### src/core/ccts_map.svh
// Register offsets, field positions, reset values and capture buffer depth for the CCP control block
`ifndef CCTS_MAP_SVH
`define CCTS_MAP_SVH
// Byte addresses of the word registers on the bus
`define CCTS_CON1H_ADDR 4'h0
`define CCTS_CON2H_ADDR 4'h4
`define CCTS_STAT_ADDR 4'h8
`define CCTS_IEN_ADDR 4'hC
// Clear-register address, unused; status bits clear by writing ones at the status address
`define CCTS_ICLR_ADDR 4'h0
`define CCTS_ICLR_ADDR_HI 1'b1
// Control one high fields
`define CCTS_C1_PSSRC 15
`define CCTS_C1_RTRG 14
`define CCTS_C1_PSC_LSB 8
`define CCTS_C1_TRIG_EN 7
`define CCTS_C1_ONE_SHOT 6
`define CCTS_C1_ALT_SYNC 5
`define CCTS_C1_SYNC_LSB 0
// Implemented bit masks (unimplemented bits read as zero)
`define CCTS_C1_MASK 16'hCFFF
`define CCTS_C2_MASK 16'hBFDF
`define CCTS_C2_MASK_SINGLE 16'h81DF
// Control two high fields
`define CCTS_C2_OE_SYNC 15
`define CCTS_C2_OE_LSB 8
`define CCTS_C2_GSM_LSB 6
`define CCTS_C2_AUX_LSB 3
`define CCTS_C2_CAP_SRC_LSB 0
// Reset values
`define CCTS_CON_RST 16'h0000
// Status bit positions
`define CCTS_ST_IRQ 0
`define CCTS_ST_OVF 1
`define CCTS_ST_TRIG 2
`define CCTS_ST_W 3
// Capture buffer depth before overflow
`define CCTS_CAP_DEPTH 4
`endif

### src/core/ccts_pkg.sv
// Types shared by the CCP trigger, sync and output control block
package ccts_pkg;
	typedef enum logic [1:0] {
		CCTS_GATE_LEVEL,
		CCTS_GATE_RISE,
		CCTS_GATE_FALL,
		CCTS_GATE_RSVD
	} ccts_gate_e;
	typedef enum logic [1:0] {
		CCTS_AUX_OFF,
		CCTS_AUX_ROLL,
		CCTS_AUX_MODE,
		CCTS_AUX_EVENT
	} ccts_aux_e;
	typedef enum logic {
		CCTS_BUS_IDLE,
		CCTS_BUS_DONE
	} ccts_bus_e;
endpackage

### src/core/ccts_ctrl.sv
// CCP trigger, sync-output, output-steering and capture-gating control with Avalon-MM registers
`include "ccts_map.svh"
module ccts_ctrl #(
	parameter bit MULTI_OUT = 1'b1,
	parameter int OS_UNIT = 1
) (
	input wire logic core_clk,
	input wire logic sys_rst,
	input wire logic [3:0] avs_address,
	input wire logic avs_read,
	input wire logic avs_write,
	input wire logic [31:0] avs_writedata,
	input wire logic [3:0] avs_byteenable,
	output logic [31:0] avs_readdata,
	output logic avs_waitrequest,
	input wire logic tb_period_match,
	input wire logic tb_rollover,
	input wire logic trig_out_event,
	input wire logic trig_in,
	input wire logic capture_mode,
	input wire logic timer_mode,
	input wire logic mode_aux_sig,
	input wire logic compare_event,
	input wire logic alt_sync_sig,
	input wire logic [31:0] sync_inputs,
	input wire logic capture_input_pin,
	input wire logic [2:0] comparator_out,
	input wire logic logic_cell_one,
	input wire logic logic_cell_two,
	input wire logic gating_src,
	output logic sync_out,
	output logic sync_src_sel,
	output logic tb_restart,
	output logic trigger_active,
	output logic clk_src_restrict,
	output logic [5:0] output_steer_enable,
	output logic capture_strobe,
	output logic capture_disable_flag,
	output logic aux_out,
	output logic cap_buffer_ovf,
	output logic irq
);
	logic [15:0] con1_r;
	logic [15:0] con2_r;
	logic [2:0] one_shot_count_r;
	logic [`CCTS_ST_W-1:0] stat_r;
	logic [`CCTS_ST_W-1:0] ien_r;
	logic [5:0] oe_live_r;
	logic [3:0] post_cnt_r;
	logic [2:0] cap_cnt_r;
	logic cap_src_d_r;
	logic gate_d_r;
	logic [5:0] os_cnt_r;
	ccts_pkg::ccts_bus_e bus_st_r;
	logic [15:0] c2_mask;
	logic wr_hit;
	logic post_evt;
	logic post_fire;
	logic cap_src;
	logic cap_edge;
	logic cap_fire;
	logic ovf_evt;
	logic trig_evt;
	logic [`CCTS_ST_W-1:0] stat_set;
	ccts_pkg::ccts_gate_e gsm;
	ccts_pkg::ccts_aux_e aux_sel;
	localparam logic [15:0] C1_MASK = `CCTS_C1_MASK;

	assign c2_mask = MULTI_OUT ? `CCTS_C2_MASK : `CCTS_C2_MASK_SINGLE;
	assign gsm = ccts_pkg::ccts_gate_e'(con2_r[`CCTS_C2_GSM_LSB +: 2]);
	assign aux_sel = ccts_pkg::ccts_aux_e'(con2_r[`CCTS_C2_AUX_LSB +: 2]);
	assign wr_hit = avs_write && bus_st_r == ccts_pkg::CCTS_BUS_IDLE;

	////////////////////////////////////////////////////////////////////////
	// Bus slave: one wait cycle per access keeps read data registered
	always_ff @(posedge core_clk or posedge sys_rst) begin
		if (sys_rst) begin
			bus_st_r <= ccts_pkg::CCTS_BUS_IDLE;
			avs_waitrequest <= 1'b1;
			avs_readdata <= 32'h0000_0000;
		end else begin
			avs_waitrequest <= 1'b1;
			unique case (bus_st_r)
				ccts_pkg::CCTS_BUS_IDLE: begin
					if (avs_read || avs_write) begin
						bus_st_r <= ccts_pkg::CCTS_BUS_DONE;
						avs_waitrequest <= 1'b0;
						unique case (avs_address)
							`CCTS_CON1H_ADDR: avs_readdata <= {16'h0000, con1_r};
							`CCTS_CON2H_ADDR: avs_readdata <= {16'h0000, con2_r};
							`CCTS_STAT_ADDR: avs_readdata <= {29'h0, stat_r};
							`CCTS_IEN_ADDR: avs_readdata <= {29'h0, ien_r};
							default: avs_readdata <= 32'h0000_0000;
						endcase
					end
				end
				ccts_pkg::CCTS_BUS_DONE: bus_st_r <= ccts_pkg::CCTS_BUS_IDLE;
			endcase
		end
	end

	// Control registers; byte lanes honoured, masks keep unimplemented bits zero
	always_ff @(posedge core_clk or posedge sys_rst) begin
		if (sys_rst) begin
			con1_r <= `CCTS_CON_RST;
			con2_r <= `CCTS_CON_RST;
		end else if (wr_hit) begin
			if (avs_address == `CCTS_CON1H_ADDR) begin
				if (avs_byteenable[0]) con1_r[7:0] <= avs_writedata[7:0] & C1_MASK[7:0];
				if (avs_byteenable[1]) con1_r[15:8] <= avs_writedata[15:8] & C1_MASK[15:8];
			end
			if (avs_address == `CCTS_CON2H_ADDR) begin
				if (avs_byteenable[0]) con2_r[7:0] <= avs_writedata[7:0] & c2_mask[7:0];
				if (avs_byteenable[1]) con2_r[15:8] <= avs_writedata[15:8] & c2_mask[15:8];
			end
		end
	end

	// One-shot count field lives in the upper half of control two word
	always_ff @(posedge core_clk or posedge sys_rst) begin
		if (sys_rst) begin
			one_shot_count_r <= 3'h0;
		end else if (wr_hit && avs_address == `CCTS_CON2H_ADDR && avs_byteenable[2]) begin
			one_shot_count_r <= avs_writedata[18:16];
		end
	end

	// Interrupt enable register
	always_ff @(posedge core_clk or posedge sys_rst) begin
		if (sys_rst) begin
			ien_r <= 3'h0;
		end else if (wr_hit && avs_address == `CCTS_IEN_ADDR) begin
			ien_r <= avs_writedata[`CCTS_ST_W-1:0];
		end
	end

	////////////////////////////////////////////////////////////////////////
	// Postscaler: source choice ignored when capturing
	assign post_evt = capture_mode ? 1'b0 :
		(con1_r[`CCTS_C1_PSSRC] ? trig_out_event : tb_period_match);
	assign post_fire = post_evt && post_cnt_r == con1_r[`CCTS_C1_PSC_LSB +: 4];
	always_ff @(posedge core_clk or posedge sys_rst) begin
		if (sys_rst) begin
			post_cnt_r <= 4'h0;
		end else if (capture_mode) begin
			post_cnt_r <= 4'h0;
		end else if (post_evt) begin
			post_cnt_r <= post_fire ? 4'h0 : post_cnt_r + 4'h1;
		end
	end

	////////////////////////////////////////////////////////////////////////
	// Capture source mux; unused codes select nothing
	always_comb begin
		unique case (con2_r[`CCTS_C2_CAP_SRC_LSB +: 3])
			3'h0: cap_src = capture_input_pin;
			3'h1: cap_src = comparator_out[0];
			3'h2: cap_src = comparator_out[1];
			3'h3: cap_src = comparator_out[2];
			3'h5: cap_src = logic_cell_one;
			3'h6: cap_src = logic_cell_two;
			default: cap_src = 1'b0;
		endcase
	end
	assign cap_edge = cap_src && !cap_src_d_r && capture_mode && !capture_disable_flag;
	// Beyond four held captures the buffer overflows rather than interrupting
	assign cap_fire = cap_edge && con1_r[11:10] == 2'b00 &&
		cap_cnt_r == {1'b0, con1_r[9:8]};
	assign ovf_evt = cap_edge && con1_r[11:10] != 2'b00 &&
		cap_cnt_r == 3'(`CCTS_CAP_DEPTH);
	always_ff @(posedge core_clk or posedge sys_rst) begin
		if (sys_rst) begin
			cap_src_d_r <= 1'b0;
			cap_cnt_r <= 3'h0;
			capture_strobe <= 1'b0;
		end else begin
			cap_src_d_r <= cap_src;
			capture_strobe <= cap_edge;
			if (!capture_mode || cap_fire) cap_cnt_r <= 3'h0;
			else if (cap_edge && cap_cnt_r != 3'(`CCTS_CAP_DEPTH)) cap_cnt_r <= cap_cnt_r + 3'h1;
		end
	end

	// Gating: level follows, or edge sets/clears the disable flag
	always_ff @(posedge core_clk or posedge sys_rst) begin
		if (sys_rst) begin
			gate_d_r <= 1'b0;
			capture_disable_flag <= 1'b0;
		end else begin
			gate_d_r <= gating_src;
			unique case (gsm)
				ccts_pkg::CCTS_GATE_LEVEL: capture_disable_flag <= !gating_src;
				ccts_pkg::CCTS_GATE_RISE:
					if (gating_src && !gate_d_r) capture_disable_flag <= 1'b0;
				ccts_pkg::CCTS_GATE_FALL:
					if (!gating_src && gate_d_r) capture_disable_flag <= 1'b1;
				ccts_pkg::CCTS_GATE_RSVD: capture_disable_flag <= capture_disable_flag;
			endcase
		end
	end

	////////////////////////////////////////////////////////////////////////
	// Trigger, retrigger and one-shot duration
	assign trig_evt = con1_r[`CCTS_C1_TRIG_EN] && trig_in;
	always_ff @(posedge core_clk or posedge sys_rst) begin
		if (sys_rst) begin
			trigger_active <= 1'b0;
			tb_restart <= 1'b0;
			os_cnt_r <= 6'h00;
			clk_src_restrict <= 1'b0;
		end else begin
			clk_src_restrict <= con1_r[`CCTS_C1_TRIG_EN];
			// Retrigger only applies when trigger already running
			tb_restart <= trig_evt && (!trigger_active || con1_r[`CCTS_C1_RTRG]);
			if (!con1_r[`CCTS_C1_TRIG_EN]) begin
				trigger_active <= 1'b0;
				os_cnt_r <= 6'h00;
			end else if (trig_evt && (!trigger_active || con1_r[`CCTS_C1_RTRG])) begin
				trigger_active <= 1'b1;
				os_cnt_r <= 6'({one_shot_count_r, 3'b000} + 6'(OS_UNIT));
			end else if (con1_r[`CCTS_C1_ONE_SHOT] && trigger_active && tb_rollover) begin
				if (os_cnt_r <= 6'(OS_UNIT)) trigger_active <= 1'b0;
				else os_cnt_r <= os_cnt_r - 6'(OS_UNIT);
			end
		end
	end

	////////////////////////////////////////////////////////////////////////
	// Sync output, sync source pick and aux output
	always_ff @(posedge core_clk or posedge sys_rst) begin
		if (sys_rst) begin
			sync_out <= 1'b0;
			sync_src_sel <= 1'b0;
			aux_out <= 1'b0;
		end else begin
			sync_out <= con1_r[`CCTS_C1_ALT_SYNC] ? alt_sync_sig : tb_rollover;
			sync_src_sel <= sync_inputs[con1_r[`CCTS_C1_SYNC_LSB +: 5]];
			unique case (aux_sel)
				ccts_pkg::CCTS_AUX_OFF: aux_out <= 1'b0;
				ccts_pkg::CCTS_AUX_ROLL: aux_out <= tb_rollover;
				ccts_pkg::CCTS_AUX_MODE: aux_out <= mode_aux_sig;
				ccts_pkg::CCTS_AUX_EVENT: aux_out <= !timer_mode && (cap_edge || compare_event);
			endcase
		end
	end

	// Output steering; synced mode waits for rollover to avoid mid-period glitches
	always_ff @(posedge core_clk or posedge sys_rst) begin
		if (sys_rst) begin
			oe_live_r <= 6'h00;
			output_steer_enable <= 6'h00;
		end else begin
			if (!con2_r[`CCTS_C2_OE_SYNC] || tb_rollover) begin
				oe_live_r <= con2_r[`CCTS_C2_OE_LSB +: 6];
			end
			output_steer_enable <= oe_live_r;
		end
	end

	////////////////////////////////////////////////////////////////////////
	// Sticky status; a set in the clear cycle wins
	assign stat_set = {trig_evt, ovf_evt, post_fire || cap_fire};
	always_ff @(posedge core_clk or posedge sys_rst) begin
		if (sys_rst) begin
			stat_r <= 3'h0;
			cap_buffer_ovf <= 1'b0;
			irq <= 1'b0;
		end else begin
			if (wr_hit && avs_address == `CCTS_STAT_ADDR)
				stat_r <= (stat_r & ~avs_writedata[`CCTS_ST_W-1:0]) | stat_set;
			else
				stat_r <= stat_r | stat_set;
			cap_buffer_ovf <= stat_r[`CCTS_ST_OVF];
			irq <= |(stat_r & ien_r);
		end
	end

	////////////////////////////////////////////////////////////////////////
	// Checks
	a_post_zero_each: assert property (@(posedge core_clk) disable iff (sys_rst)
		(post_evt && con1_r[11:8] == 4'h0) |-> post_fire) else $error("postscale 0 missed");
	a_src_select: assert property (@(posedge core_clk) disable iff (sys_rst)
		(!capture_mode && con1_r[15] && !trig_out_event) |-> !post_evt)
		else $error("postscale source wrong");
	a_cap_nopost: assert property (@(posedge core_clk) disable iff (sys_rst)
		capture_mode |-> !post_evt) else $error("postscale in capture");
	a_gate_level: assert property (@(posedge core_clk) disable iff (sys_rst)
		(gsm == ccts_pkg::CCTS_GATE_LEVEL) |=> capture_disable_flag == !$past(gating_src))
		else $error("level gating wrong");
	a_gate_fall: assert property (@(posedge core_clk) disable iff (sys_rst)
		(gsm == ccts_pkg::CCTS_GATE_FALL && gate_d_r && !gating_src) |=> capture_disable_flag)
		else $error("falling gate missed");
	a_restart_off: assert property (@(posedge core_clk) disable iff (sys_rst)
		!con1_r[7] |=> !tb_restart) else $error("restart without trigger");
	a_oe_sync_hold: assert property (@(posedge core_clk) disable iff (sys_rst)
		(con2_r[15] && !tb_rollover) |=> $stable(oe_live_r)) else $error("oe changed early");
	a_single_oe: assert property (@(posedge core_clk) disable iff (sys_rst)
		!MULTI_OUT |-> con2_r[13:9] == 5'h00) else $error("bits B-F in single");
	a_unimpl_zero: assert property (@(posedge core_clk) disable iff (sys_rst)
		con1_r[13:12] == 2'b00 && con2_r[14] == 1'b0 && con2_r[5] == 1'b0)
		else $error("unimplemented bit set");
	a_sync_out: assert property (@(posedge core_clk) disable iff (sys_rst)
		!con1_r[5] |=> sync_out == $past(tb_rollover)) else $error("sync out wrong");
	a_irq_level: assert property (@(posedge core_clk) disable iff (sys_rst)
		|(stat_r & ien_r) |=> irq) else $error("irq not raised");
	// Bus answers in exactly one cycle and never holds waitrequest low twice
	a_wait_answer: assert property (@(posedge core_clk) disable iff (sys_rst)
		(bus_st_r == ccts_pkg::CCTS_BUS_IDLE && (avs_read || avs_write)) |=> !avs_waitrequest)
		else $error("bus answer late");
	a_wait_one: assert property (@(posedge core_clk) disable iff (sys_rst)
		(bus_st_r == ccts_pkg::CCTS_BUS_DONE) |=> avs_waitrequest)
		else $error("wait low twice");
	// Trigger enable, restart and one-shot duration
	a_trig_idle: assert property (@(posedge core_clk) disable iff (sys_rst)
		!con1_r[7] |=> !trigger_active) else $error("trigger active while off");
	a_clk_restrict: assert property (@(posedge core_clk) disable iff (sys_rst)
		con1_r[7] |=> clk_src_restrict) else $error("clock choice not restricted");
	a_first_start: assert property (@(posedge core_clk) disable iff (sys_rst)
		(trig_evt && !trigger_active) |=> tb_restart) else $error("first trigger lost");
	a_retrig_go: assert property (@(posedge core_clk) disable iff (sys_rst)
		(trig_evt && con1_r[14]) |=> tb_restart) else $error("retrigger lost");
	a_retrig_block: assert property (@(posedge core_clk) disable iff (sys_rst)
		(trig_evt && trigger_active && !con1_r[14]) |=> !tb_restart)
		else $error("retrigger while disabled");
	a_shot_hold: assert property (@(posedge core_clk) disable iff (sys_rst)
		(con1_r[7] && !con1_r[6] && trigger_active) |=> trigger_active)
		else $error("trigger ended without one-shot");
	a_shot_end: assert property (@(posedge core_clk) disable iff (sys_rst)
		(con1_r[7] && con1_r[6] && trigger_active && tb_rollover && !trig_in &&
		os_cnt_r <= 6'(OS_UNIT)) |=> !trigger_active) else $error("one-shot overran");
	// Sync output, steering, aux selection, rising-edge gating and unused capture sources
	a_alt_sync: assert property (@(posedge core_clk) disable iff (sys_rst)
		con1_r[5] |=> sync_out == $past(alt_sync_sig)) else $error("alternate sync wrong");
	a_steer_follow: assert property (@(posedge core_clk) disable iff (sys_rst)
		1'b1 |=> output_steer_enable == $past(oe_live_r)) else $error("steering lags");
	a_gate_rise: assert property (@(posedge core_clk) disable iff (sys_rst)
		(gsm == ccts_pkg::CCTS_GATE_RISE && gating_src && !gate_d_r) |=> !capture_disable_flag)
		else $error("rising gate missed");
	a_aux_off: assert property (@(posedge core_clk) disable iff (sys_rst)
		(aux_sel == ccts_pkg::CCTS_AUX_OFF) |=> !aux_out) else $error("aux active while off");
	a_aux_timer: assert property (@(posedge core_clk) disable iff (sys_rst)
		(aux_sel == ccts_pkg::CCTS_AUX_EVENT && timer_mode) |=> !aux_out)
		else $error("aux event in timer mode");
	a_cap_unused: assert property (@(posedge core_clk) disable iff (sys_rst)
		(con2_r[2:0] == 3'h4 || con2_r[2:0] == 3'h7) |-> !cap_src)
		else $error("unused source selected");
	// Status is sticky and a set beats a clear in the same cycle
	a_ovf_flag: assert property (@(posedge core_clk) disable iff (sys_rst)
		ovf_evt |=> stat_r[`CCTS_ST_OVF]) else $error("overflow not flagged");
	a_set_wins: assert property (@(posedge core_clk) disable iff (sys_rst)
		(stat_set != 3'h0) |=> (stat_r & $past(stat_set)) == $past(stat_set))
		else $error("status set lost");
	a_irq_low: assert property (@(posedge core_clk) disable iff (sys_rst)
		!(|(stat_r & ien_r)) |=> !irq) else $error("irq without enabled status");
	c_post_fire: cover property (@(posedge core_clk) post_fire && con1_r[11:8] == 4'hF);
	c_cap_ovf: cover property (@(posedge core_clk) ovf_evt);
	c_retrig: cover property (@(posedge core_clk) tb_restart && trigger_active);
	c_oe_sync: cover property (@(posedge core_clk) con2_r[15] && tb_rollover);
	c_shot_end: cover property (@(posedge core_clk) $fell(trigger_active) && con1_r[6]);
endmodule // ccts_ctrl

### config.mk
export PLATFORM = sky130hd
export DESIGN_NAME = ccts_ctrl
export DESIGN_NICKNAME = d
export VERILOG_FILES = /design/src/core/ccts_pkg.sv /design/src/core/ccts_ctrl.sv
export VERILOG_INCLUDE_DIRS = /design/src /design/src/core
export SDC_FILE = /design/constraint.sdc
export NUM_CORES = 1
export LEC_CHECK = 0
export BUFFER_PORTS_ARGS = -buffer_cell sky130_fd_sc_hd__buf_4
export CORE_MARGIN = 3
export CORE_UTILIZATION = 45
export CTS_CLUSTER_SIZE = 24
export DETAILED_ROUTE_END_ITERATION = 10
export PLACE_DENSITY = 0.74
export SYNTH_ARGS = -nofsm -noshare
export SYNTH_HDL_FRONTEND = slang
export SYNTH_SLANG_ARGS = --single-unit
### constraint.sdc
create_clock -name core_clk -period 3 [get_ports core_clk]
set_input_delay 0.6 -clock core_clk [delete_from_list [all_inputs] [get_ports core_clk]]
set_output_delay 0.6 -clock core_clk [all_outputs]
set_load 0.02 [all_outputs]
==> flow_summary.json <==
{
  "status": "completed",
  "max_slew_margin_pct": 57.6,
  "wl_per_cell_um": 16.3,
  "syn_area_sq_um": 4540,
  "finalCritPeriodShare_pct": 63.2,
  "async_flop_share_pct": 100,
  "final_nets": 591,
  "rows": 36,
  "viasPerCell": 5.33,
  "gp_congestion": 0.925,
  "initial_utilization_pct": 46.4,
  "final_common_cell": "buf_4",
  "seqPwrFrac_pct": 49.0,
  "critical_path_arrival_ps": 2150,
  "hold_viol": 0,
  "critical_path.endpoint_type": "flip-flop",
  "p_leak_nw": 2.71,
  "num_vias": 3354,
  "p_clk_share_pct": 23.2,
  "synth_edf_count": 0,
  "cts_buffer_depth": 2,
  "fin_skew_ps": 6.90,
  "layout-drive-gt1-share_pct": 36.7,
  "dieArea_sq_um": 11300,
  "fin_crit_ps": 1900,
  "cts_tree": "yes",
  "syn_area_per_cell_sq_um": 11.9,
  "totalWireLength_um": 10300,
  "power.density_nw_per_um2": 598,
  "grt_pass1_wl_um": 16700,
  "die_y_um": 106,
  "swShare_pct": 33.8,
  "reg2reg_from": "con1_r[1]",
  "power.internal_w": 0.00223,
  "grtUsageTotal_pct": 18.9,
  "globalRouteOverflowTotal": 0,
  "ctsHoldBuffers": 0,
  "r2r_slack_ps": 1110,
  "cts_resized": 0,
  "place.port_buffers": 110,
  "cp.required_ps": 3250,
  "timing.rr.end": "sync_src_sel",
  "finalSetupViolCount": 0,
  "cap_violations": 0,
  "numCtsBuffers": 9,
  "dp_hpwl_um": 7840,
  "cts.sinks": 92,
  "ys_seq_elements": 92,
  "grt_pass1_vias": 3443,
  "path_clk_slew_ps": 100,
  "max_freq_mhz": 527,
  "ir_drop_uv": 255,
  "antenna_cells": 0,
  "synthCells": 382,
  "first_pass_iters": 5,
  "p_comb_share_pct": 27.8,
  "die_w_um": 106,
  "cts_setup_buffers": 0,
  "area_growth_pct": 23.8,
  "seq_area_frac_synth_pct": 50.7,
  "grt_setup_unrepaired": "no",
  "drc": 0,
  "clock_latency_ps": 360,
  "final_max_slew_viol_count": 0,
  "io_pins": 141,
  "antenna_left": 0,
  "yosys-top-cells-area": "dfrtp_1 (50%), mux2_2 (9.7%), mux4_1 (4.6%)",
  "core-area_sq_um": 9770,
  "hold_class": "input port to asynchronous set/reset pin",
  "cts-root-buf": "clkbuf_8",
  "final_cell_mix": "buf_4 (114), dfrtp_1 (91), mux2_2 (39), nand2_1 (38), o21ai_0 (20)",
  "fin_tns_setup_ps": 0,
  "post-route-util_pct": 57.5,
  "yosysWarnings": 0,
  "antenna_found_initial": 0,
  "startpoint_type": "input port",
  "synth_top_area_cell": "dfrtp_1",
  "yosysTopAreaCellShare_pct": 50.2,
  "ys_types": 60,
  "crit_path_max_fanout": 10,
  "reg2regPathDepth": 4,
  "grt_max_degree": 60,
  "drt_iter0_drc": 156,
  "path_class": "input port to flip-flop",
  "switching_power_w": 0.00113,
  "worst_slew_pin_slew_ps": 634,
  "htree_levels": 3,
  "synth_ff_type": "dfrtp_1"
}
stage by stage:
| stage | total power (W) | worst slack [ps] | hold WS, ps | cell area, sq um | cells |
|---|---|---|---|---|---|
| 5_1_grt | 0.00356 | 942 | 309 | 5620 | 629 |
| 2_1_floorplan | 0.00227 | 9.69 | 349 | 4600 | 397 |
| 6_report | 0.00336 | 1100 | 271 | 5620 | 629 |
| 3_5_place_dp | 0.00261 | 697 | 362 | 5440 | 613 |
| 4_1_cts | 0.00339 | 1080 | 276 | 5620 | 629 |
| 3_3_place_gp | 0.00257 | 734 | 356 | 5440 | 613 |
synthesized netlist by cell type (all sizes together), types with 7 or more instances:
cell type / n
nand3: 10
mux4: 11
clkbuf: 7
inv: 16
o21ai: 21
mux2: 39
nor2: 10
nand2: 38
buf: 25
a22oi: 12
mux2i: 7
dfrtp: 91
ha: 8
and3: 9
registers in the layout, indices dropped and copies added, names as in the netlist, 3 cells and up:
signal / count
os_cnt_r: 6
stat_r: 3
one_shot_count_r: 3
ien_r: 3
con2_r: 14
output_steer_enable: 6
oe_live_r: 6
avs_readdata: 16
post_cnt_r: 4
cap_cnt_r: 3
con1_r: 14
worst max path at each step:
stage              startpoint  slack [ps]  depth (start not counted)           end
2_1_floorplan         sys_rst          10                          1       aux_out
3_3_place_gp   avs_address[3]         730                          4     con2_r[1]
3_5_place_dp   avs_address[3]         700                          4     con2_r[1]
4_1_cts             con1_r[1]        1080                          4  sync_src_sel
5_1_grt             con1_r[1]         940                          4  sync_src_sel
6_report       avs_address[3]        1100                          4     con2_r[1]
layout make-up:
class                   count  area [sq um]
clock buffers               9           124
clock inverters             7          57.6
fillers                   854          4150
inverters                  16          61.3
multi-input cells         257          2030
flip-flops and latches     92          2300
well taps                 133           166
repair buffers            115           876
cell families (layout without fill, tap and decap cells):
logic type / Yosys count / count (layout) / share of synthesized area, %
XOR/XNOR: 8 / 8 / 1.54
multiplexers: 57 / 57 / 17.3
AO/OA/AOI/OAI: 66 / 66 / 10.5
flip-flops: 92 / 92 / 50.7
other: 1 / 16 / 0.0826
adder cells (fa/ha/maj): 8 / 8 / 2.21
AND/OR/NAND/NOR: 102 / 102 / 11.9
buffers and inverters: 48 / 147 / 5.71
routing by layer:
layer	GRT usage, %	part of all wire [%]	routed length [um]	vias to the layer above
li1	-	-	-	1587
met1	25.5	43	4450	1628
met2	29.7	48	4900	124
met3	4.49	7.0	718	15
met4	7.12	1.9	199	0
met5	0	0	0	-
power by group through the flow:
stage | registers, W | logic (W) | clock network, W
final | 0.00165 | 0.000934 | 0.000779
after detailed placement | 0.00167 | 0.000939 | 0
after floorplan | 0.00167 | 0.000603 | 0
after CTS | 0.00165 | 0.000944 | 0.000796
after global placement | 0.00166 | 0.000908 | 0
after global routing | 0.00168 | 0.00103 | 0.000848
worst max-delay path, cell delays in order:
cell and delay (ps):
buf_4 150, nor4b_4 500, and3_1 510, mux2_2 390
(Power assumes the default switching activity.)
